**config.mk**
```make
export PLATFORM = sky130hd
export DESIGN_NAME = pfe_irq_flags
export DESIGN_NICKNAME = d
export VERILOG_FILES = /design/src/pfe_pkg.sv /design/src/pfe_irq_flags.sv
export SDC_FILE = /design/constraint.sdc
export NUM_CORES = 1
export LEC_CHECK = 0
export BUFFER_PORTS_ARGS = -buffer_cell sky130_fd_sc_hd__buf_2
export CORE_MARGIN = 3
export CORE_UTILIZATION = 56
export CTS_CLUSTER_SIZE = 14
export DETAILED_ROUTE_END_ITERATION = 12
export PLACE_DENSITY_LB_ADDON = 0.08
export SLEW_MARGIN = 0
export SYNTH_ARGS = -nofsm -noshare
export SYNTH_HDL_FRONTEND = slang
export SYNTH_SLANG_ARGS = --single-unit
```
**constraint.sdc**
```tcl
create_clock -name aclk -period 3.26 [get_ports aclk]
set_input_delay 0.163 -clock aclk [delete_from_list [all_inputs] [get_ports aclk]]
set_output_delay 0.163 -clock aclk [all_outputs]
set_load 0.005 [all_outputs]
```
**src/pfe_pkg.sv**
```systemverilog
package pfe_pkg;
  // register byte addresses on the bus
  localparam logic [7:0] ADDR_CTRL_A = 8'h00;
  localparam logic [7:0] ADDR_TIMER = 8'h04;
  localparam logic [7:0] ADDR_TBASE = 8'h08;
  localparam logic [7:0] ADDR_GLOBAL = 8'h0C;
  localparam logic [7:0] ADDR_EV_STATUS = 8'h10;
  localparam logic [7:0] ADDR_EV_CLEAR = 8'h14;
  localparam logic [7:0] ADDR_EV_ENABLE = 8'h18;
  localparam int ADDR_W = 8;
  // reset values
  localparam logic [7:0] RST_REG8 = 8'h00;
  localparam logic [9:0] RST_SRC = 10'h000;
  // bit positions
  localparam int TB_IMPL_MASK_LO = 0;
  localparam logic [7:0] TB_IMPL_MASK = 8'h77; // bits 7 and 3 absent
  localparam int GLOBAL_EN_BIT = 0;
  localparam int NUM_SRC = 10;
  // axi responses
  localparam logic [1:0] RESP_OKAY = 2'b00;
  localparam logic [1:0] RESP_SLVERR = 2'b10;
  // source indices, lowest index has highest priority
  localparam logic [3:0] SRC_EEPROM = 4'h0;
  localparam logic [3:0] SRC_ADC = 4'h1;
  localparam logic [3:0] SRC_LOW_VOLT = 4'h2;
  localparam logic [3:0] SRC_SERIAL = 4'h3;
  localparam logic [3:0] SRC_STD_A = 4'h4;
  localparam logic [3:0] SRC_STD_P = 4'h5;
  localparam logic [3:0] SRC_PER_A = 4'h6;
  localparam logic [3:0] SRC_PER_P = 4'h7;
  localparam logic [3:0] SRC_TB_ZERO = 4'h8;
  localparam logic [3:0] SRC_TB_ONE = 4'h9;

  // request toward the processor core
  typedef struct packed {
    logic req;
    logic [3:0] src;
  } pfe_core_req_type;

  // service acknowledge from the processor core
  typedef struct packed {
    logic ack;
    logic [3:0] src;
  } pfe_core_ack_type;
endpackage : pfe_pkg

```
**src/pfe_irq_flags.sv**
```systemverilog
`timescale 1ns/1ps
// Notes on behaviour
// - bit 7 reg a: eeprom flag, writable
// - bit 0 reg a: serial module enable
// - bit 7 reg b: std timer A flag
// - bit 5 reg b: periodic timer A flag
// - bit 3 reg b: std timer A enable
// - bit 2 reg b: std timer P enable
// - bit 1 reg b: periodic timer A enable
// - bit 0 reg b: periodic timer P enable
// - bit 5 reg c: time base one flag
// - bit 4 reg c: time base zero flag
// - bit 1 reg c: time base one enable
// - bit 0 reg c: time base zero enable
// - reg c bits 7,3 read zero
// - disabled source keeps flag, no request
// - global enable low blocks every request
// - service clears global enable, flags still record
// - any newly set flag wakes the core
module pfe_irq_flags
  import pfe_pkg::*;
(
  // clock and reset
  input wire logic aclk,
  input wire logic aresetn,
  // axi4-lite write address and data
  input wire logic [ADDR_W-1:0] s_axi_awaddr,
  input wire logic s_axi_awvalid,
  output logic s_axi_awready,
  input wire logic [31:0] s_axi_wdata,
  input wire logic [3:0] s_axi_wstrb,
  input wire logic s_axi_wvalid,
  output logic s_axi_wready,
  // axi4-lite write response
  output logic [1:0] s_axi_bresp,
  output logic s_axi_bvalid,
  input wire logic s_axi_bready,
  // axi4-lite read
  input wire logic [ADDR_W-1:0] s_axi_araddr,
  input wire logic s_axi_arvalid,
  output logic s_axi_arready,
  output logic [31:0] s_axi_rdata,
  output logic [1:0] s_axi_rresp,
  output logic s_axi_rvalid,
  input wire logic s_axi_rready,
  // one-cycle event pulses, one per source index
  input wire logic [NUM_SRC-1:0] src_event,
  // processor core side
  output pfe_core_req_type core_req,
  input wire pfe_core_ack_type core_ack,
  output logic wake,
  // event summary interrupt
  output logic irq
);

  // four sources packed into the flag nibble of an 8-bit register
  function automatic logic [7:0] nib_mask(input logic [3:0] v);
    nib_mask = {v[0], v[1], v[2], v[3], 4'h0};
  endfunction : nib_mask

  function automatic logic [NUM_SRC-1:0] onehot(input logic [3:0] idx);
    onehot = NUM_SRC'(10'h001 << idx);
  endfunction : onehot

  logic [7:0] ctrl_a_r, timer_r, tbase_r;
  logic [7:0] ctrl_a_nxt, timer_nxt, tbase_nxt;
  logic gie_r;
  logic [NUM_SRC-1:0] ev_status_r, ev_enable_r;
  logic [NUM_SRC-1:0] flags, enables, pend, svc_clr;
  logic [7:0] set_a, set_b, set_c, clr_a, clr_b, clr_c;
  logic aw_held_r, w_held_r;
  logic [ADDR_W-1:0] awaddr_r;
  logic [31:0] wdata_r;
  logic wstrb0_r;
  logic wr_go;
  logic wr_a, wr_b, wr_c, wr_g, wr_clr, wr_en;
  logic wake_r;
  pfe_core_req_type core_req_r;

  // flag and enable views in source order
  assign flags = {tbase_r[5], tbase_r[4], timer_r[4], timer_r[5],
                  timer_r[6], timer_r[7], ctrl_a_r[4], ctrl_a_r[5],
                  ctrl_a_r[6], ctrl_a_r[7]};
  assign enables = {tbase_r[1], tbase_r[0], timer_r[0], timer_r[1],
                    timer_r[2], timer_r[3], ctrl_a_r[0], ctrl_a_r[1],
                    ctrl_a_r[2], ctrl_a_r[3]};
  assign pend = flags & enables;

  // write channel: address and data taken in either order
  assign s_axi_awready = !aw_held_r && !s_axi_bvalid;
  assign s_axi_wready = !w_held_r && !s_axi_bvalid;
  assign wr_go = aw_held_r && w_held_r && !s_axi_bvalid && wstrb0_r;

  always_ff @(posedge aclk) begin
    if (!aresetn) begin
      aw_held_r <= 1'b0;
      w_held_r <= 1'b0;
      awaddr_r <= '0;
      wdata_r <= '0;
      wstrb0_r <= 1'b0;
      s_axi_bvalid <= 1'b0;
      s_axi_bresp <= RESP_OKAY;
    end else begin
      if (s_axi_awvalid && s_axi_awready) begin
        aw_held_r <= 1'b1;
        awaddr_r <= s_axi_awaddr;
      end
      if (s_axi_wvalid && s_axi_wready) begin
        w_held_r <= 1'b1;
        wdata_r <= s_axi_wdata;
        wstrb0_r <= s_axi_wstrb[0];
      end
      if (aw_held_r && w_held_r && !s_axi_bvalid) begin
        aw_held_r <= 1'b0;
        w_held_r <= 1'b0;
        s_axi_bvalid <= 1'b1;
        unique case (awaddr_r)
          ADDR_CTRL_A, ADDR_TIMER, ADDR_TBASE, ADDR_GLOBAL,
          ADDR_EV_STATUS, ADDR_EV_CLEAR, ADDR_EV_ENABLE:
            s_axi_bresp <= RESP_OKAY;
          default: s_axi_bresp <= RESP_SLVERR;
        endcase
      end else if (s_axi_bvalid && s_axi_bready) begin
        s_axi_bvalid <= 1'b0;
      end
    end
  end

  // write decode; lane 1 feeds only event bits 9:8, higher byte lanes hold no storage
  assign wr_a = wr_go && awaddr_r == ADDR_CTRL_A;
  assign wr_b = wr_go && awaddr_r == ADDR_TIMER;
  assign wr_c = wr_go && awaddr_r == ADDR_TBASE;
  assign wr_g = wr_go && awaddr_r == ADDR_GLOBAL;
  assign wr_clr = wr_go && awaddr_r == ADDR_EV_CLEAR;
  assign wr_en = wr_go && awaddr_r == ADDR_EV_ENABLE;

  // hardware set and service clear masks per register
  assign svc_clr = core_ack.ack ? onehot(core_ack.src) : RST_SRC;
  assign set_a = nib_mask(src_event[3:0]);
  assign set_b = nib_mask(src_event[7:4]);
  assign set_c = {2'b00, src_event[9], src_event[8], 4'h0};
  assign clr_a = nib_mask(svc_clr[3:0]);
  assign clr_b = nib_mask(svc_clr[7:4]);
  assign clr_c = {2'b00, svc_clr[9], svc_clr[8], 4'h0};

  // software write, then service clear, then event set: a set never lost
  always_comb begin
    ctrl_a_nxt = wr_a ? wdata_r[7:0] : ctrl_a_r;
    timer_nxt = wr_b ? wdata_r[7:0] : timer_r;
    tbase_nxt = wr_c ? (wdata_r[7:0] & TB_IMPL_MASK) : tbase_r;
    ctrl_a_nxt = (ctrl_a_nxt & ~clr_a) | set_a;
    timer_nxt = (timer_nxt & ~clr_b) | set_b;
    tbase_nxt = (tbase_nxt & ~clr_c) | set_c;
  end

  // control registers, all zero after reset
  always_ff @(posedge aclk) begin
    if (!aresetn) begin
      ctrl_a_r <= RST_REG8;
      timer_r <= RST_REG8;
      tbase_r <= RST_REG8;
    end else begin
      ctrl_a_r <= ctrl_a_nxt;
      timer_r <= timer_nxt;
      tbase_r <= tbase_nxt;
    end
  end

  // global enable: service wins over a software write in the same cycle
  always_ff @(posedge aclk) begin
    if (!aresetn) begin
      gie_r <= 1'b0;
    end else if (core_ack.ack) begin
      gie_r <= 1'b0;
    end else if (wr_g) begin
      gie_r <= wdata_r[GLOBAL_EN_BIT];
    end
  end

  // highest priority enabled request toward the core
  always_ff @(posedge aclk) begin
    if (!aresetn) begin
      core_req_r <= '0;
    end else begin
      core_req_r.req <= gie_r && !core_ack.ack && |pend;
      core_req_r.src <= '0;
      for (int i = NUM_SRC - 1; i >= 0; i--) begin
        if (pend[i]) begin
          core_req_r.src <= 4'(i);
        end
      end
    end
  end
  assign core_req = core_req_r;

  // wake on any flag going from clear to set, even when disabled
  always_ff @(posedge aclk) begin
    if (!aresetn) begin
      wake_r <= 1'b0;
    end else begin
      wake_r <= |((ctrl_a_nxt & ~ctrl_a_r & 8'hF0) |
                  (timer_nxt & ~timer_r & 8'hF0) |
                  (tbase_nxt & ~tbase_r & 8'h30));
    end
  end
  assign wake = wake_r;

  // sticky event status: set beats a clear in the same cycle
  always_ff @(posedge aclk) begin
    if (!aresetn) begin
      ev_status_r <= RST_SRC;
      ev_enable_r <= RST_SRC;
    end else begin
      ev_status_r <= (ev_status_r & ~(wr_clr ? wdata_r[NUM_SRC-1:0] :
                      RST_SRC)) | src_event;
      if (wr_en) begin
        ev_enable_r <= wdata_r[NUM_SRC-1:0];
      end
    end
  end
  assign irq = |(ev_status_r & ev_enable_r);

  // read channel, one cycle from address to data
  assign s_axi_arready = !s_axi_rvalid;
  always_ff @(posedge aclk) begin
    if (!aresetn) begin
      s_axi_rvalid <= 1'b0;
      s_axi_rdata <= '0;
      s_axi_rresp <= RESP_OKAY;
    end else if (s_axi_arvalid && s_axi_arready) begin
      s_axi_rvalid <= 1'b1;
      s_axi_rresp <= RESP_OKAY;
      s_axi_rdata <= '0;
      unique case (s_axi_araddr)
        ADDR_CTRL_A: s_axi_rdata[7:0] <= ctrl_a_r;
        ADDR_TIMER: s_axi_rdata[7:0] <= timer_r;
        ADDR_TBASE: s_axi_rdata[7:0] <= tbase_r & TB_IMPL_MASK;
        ADDR_GLOBAL: s_axi_rdata[GLOBAL_EN_BIT] <= gie_r;
        ADDR_EV_STATUS: s_axi_rdata[NUM_SRC-1:0] <= ev_status_r;
        ADDR_EV_CLEAR: s_axi_rdata <= '0; // write-only
        ADDR_EV_ENABLE: s_axi_rdata[NUM_SRC-1:0] <= ev_enable_r;
        default: s_axi_rresp <= RESP_SLVERR;
      endcase
    end else if (s_axi_rvalid && s_axi_rready) begin
      s_axi_rvalid <= 1'b0;
    end
  end
endmodule : pfe_irq_flags

```
==> impl_metrics.env <==
export IMPL_hpwl_um=7870
export IMPL_wl_per_cell_um=16.9
export IMPL_timing_rr_start="awaddr_r[1]"
export IMPL_worstSkewPairLatency_ns=0.36
export IMPL_finalSetupViolations=0
export IMPL_drv_cap=0
export IMPL_vias=3691
export IMPL_grt_pass1_vias=3321
export IMPL_drc=0
export IMPL_row_count=31
export IMPL_final_setup_tns_ns=0
export IMPL_coreArea_um2=7290
export IMPL_syn_to_final_growth_pct=12.2
export IMPL_postRouteAntennaNets=0
export IMPL_clockBufferDepth=2
export IMPL_fin_crit_ns=2.09
export IMPL_track_usage_pct=25.2
export IMPL_synth_distinct_cells=55
export IMPL_cts_tree="built"
export IMPL_worstHoldStart="src_event[7]"
export IMPL_cp_depth=5
export IMPL_cts_hold_buf=0
export IMPL_final_setup_worst_slack_ns=1.17
export IMPL_worstPathArrival_ns=2.34
export IMPL_grt_start_max_net_pins=41
export IMPL_powerDensity_nw_per_um2=465
export IMPL_die_w_um=92.8
export IMPL_die_area_um2=8600
export IMPL_clock_sinks=84
export IMPL_yosysWarnings=0
export IMPL_io_buffer_count=72
export IMPL_crit_chain="nor4_4 -> nor3b_1 -> and3_1 -> mux2i_1 -> nor2b_1"
export IMPL_cts_resized_gates=0
export IMPL_critPathKind="reg -> reg"
export IMPL_crit_family="simple AND/OR/NAND/NOR gates"
export IMPL_wirelength_um=10800
export IMPL_hold_depth=2
export IMPL_crit_path_start="awaddr_r[1]"
export IMPL_num_antenna_cells=0
export IMPL_slowest_stage="and3_1"
export IMPL_slowest_delay_ns=0.62
export IMPL_die_y_um=92.8
export IMPL_syn_cell_area_um2=4220
export IMPL_netlist_instances=475
export IMPL_rr_worst_depth=5
export IMPL_synth_area_per_cell_um2=8.87
export IMPL_nNetsFinal=608
export IMPL_first_pass_iters=7
export IMPL_final_hold_violation_count=0
export IMPL_path_clk_slew_ns=0.08
export IMPL_vias_per_cell=5.79
export IMPL_grt_antenna_before_repair=0
export IMPL_post_cts_setup_buffers=0
export IMPL_fin_skew_ns=0.00595
export IMPL_fin_crit_sh_pct=64.0
export IMPL_cts_made_buffers=9
export IMPL_initial_utilization_pct=57.8
export IMPL_leakage_nw=2.03
export IMPL_post_place_ws_ns=1.20
export IMPL_critPathMaxFanout=10
export IMPL_drive_above_1_share_pct=18.6
export IMPL_overflow=0
export IMPL_root_buffer="clkbuf_8"
export IMPL_postSynthRegisterBits=84
export IMPL_vdd_drop_max_uv=251
export IMPL_worstHoldPathType="in -> reg"
export IMPL_startpoint_type="register"
export IMPL_crit_buf_inv=0
export IMPL_status="complete, no violations"
export IMPL_routabilityCongestion=0.904
export IMPL_slew_headroom_pct=55.2
export IMPL_io_pins=122
export IMPL_drt_iter0_markers=259
export IMPL_worstPathRequired_ns=3.51
export IMPL_drv_slew=0
export IMPL_ys_seq_area_share_pct=39.9
export IMPL_rsz0062_at_grt="false"
export IMPL_endpoint_kind="register"
export IMPL_htree_levels=3
export IMPL_tightest_slew_ns=0.672
export IMPL_grt_pass1_wl_um=16900
export IMPL_max_freq_ghz=0.479
worst reg2reg max path, delay by kind of cell (launching register included):
kind / cells / cell delay (ns)
multiplexers: 1 / 0.28
AND/OR/NAND/NOR: 4 / 1.37
flip-flops: 1 / 0.34
logic make-up (layout without fill, tap and decap cells):
| group | after synthesis | in the layout | share of synthesized area, % |
|---|---|---|---|
| multiplexers | 41 | 41 | 9.82 |
| AND/OR/NAND/NOR | 152 | 152 | 21.3 |
| flip-flops | 84 | 84 | 39.9 |
| AO/OA/AOI/OAI | 131 | 131 | 20.4 |
| buffers and inverters | 66 | 107 | 8.43 |
| other | 1 | 24 | 0.0890 |
cells in the mapped netlist, drive strengths merged:
cell type | n | area, um^2
o21a | 11 | 82.6
nand3 | 16 | 80.1
nor2b | 35 | 219
or3b | 1 | 8.76
and4b | 3 | 30.0
dfxtp | 84 | 1680
nand2b | 5 | 31.3
mux2i | 38 | 380
o211ai | 1 | 7.51
conb | 1 | 3.75
o22ai | 6 | 37.5
and3b | 3 | 26.3
a211oi | 1 | 7.51
nand4 | 3 | 18.8
a22oi | 12 | 90.1
inv | 16 | 60.1
nand4b | 4 | 41.3
nor3 | 2 | 21.3
mux2 | 3 | 33.8
buf | 33 | 231
a32o | 1 | 10.0
nor4bb | 1 | 10.0
nor2 | 13 | 48.8
nor4b | 2 | 32.5
a222oi | 2 | 20.0
nor3b | 7 | 57.6
clkbuf | 17 | 63.8
a2bb2oi | 1 | 8.76
nand3b | 1 | 7.51
o31ai | 1 | 7.51
nor4 | 4 | 46.3
o211a | 1 | 10.0
a21boi | 16 | 120
a21oi | 22 | 110
and3 | 4 | 25.0
a221oi | 8 | 70.1
a31oi | 14 | 87.6
nand2 | 46 | 180
and2 | 1 | 6.26
and4 | 1 | 8.76
a22o | 2 | 17.5
a311oi | 3 | 26.3
o21ai | 28 | 140
a21o | 1 | 7.51
worst paths after layout:
path	slack [ns]	end
worst max-delay path	1.17	ev_enable_r[1]
worst min-delay path	0.05	timer_r[4]
worst max register to register	1.17	ev_enable_r[1]
worst min register to register	0.45	s_axi_rdata[0]
per-layer routing:
metal,share of wire [%],vias up,track usage (%),wire (um)
met3,4.8,12,3.41,517
met1,47,1761,35.3,5020
li1,-,1787,-,-
met4,1.4,0,8.55,149
met5,0,-,0,0
met2,47,131,39.9,5080
through the flow:
stage | area [um^2] | util, % | power [W] | hold slack [ns] | instances
after global routing | 4730 | 64.9 | 0.00229 | 0.0609 | 638
after CTS | 4730 | 64.9 | 0.00220 | 0.0394 | 638
after global placement | 4510 | 61.9 | 0.00139 | 0.405 | 622
after detailed placement | 4510 | 61.9 | 0.00140 | 0.412 | 622
final | 4730 | 64.9 | 0.00220 | 0.0476 | 638
after floorplan | 4300 | - | 0.00132 | 0.239 | 498
area by class of cell:
cell class | count | area [um^2]
clock buffers | 11 | 141
flip-flops and latches | 84 | 1680
fillers | 674 | 2560
multi-input cells | 348 | 2260
inverters | 16 | 60.1
repair buffers | 75 | 383
well taps | 99 | 124
clock inverters | 5 | 75.1
cell usage in the layout (no fill, tap or decap), types with 4 or more instances in the layout:
| cell | count |
|---|---|
| nor3b_1 | 6 |
| inv_1 | 16 |
| buf_2 | 72 |
| a21oi_1 | 22 |
| a31oi_1 | 14 |
| a21boi_0 | 15 |
| nor2_1 | 13 |
| mux2i_1 | 38 |
| and3_1 | 4 |
| nand2b_1 | 5 |
| nand3_1 | 16 |
| nor2b_1 | 35 |
| a22oi_1 | 12 |
| a221oi_1 | 8 |
| o22ai_1 | 6 |
| clkbuf_8 | 10 |
| o21a_1 | 11 |
| conb_1 | 24 |
| o21ai_0 | 27 |
| nand2_1 | 45 |
| dfxtp_1 | 84 |
report_power, final:
part / total (W) / leakage [nW] / internal, W / switching [W]
clock: 0.000818 / 0.113 / 0.000449 / 0.000369
sequential: 0.00114 / 0.689 / 0.00107 / 0.0000660
combinational: 0.000244 / 1.23 / 0.000111 / 0.000133
total: 0.00220 / 2.03 / 0.00163 / 0.000568
No activity file was read; power rests on OpenSTA's default activity.
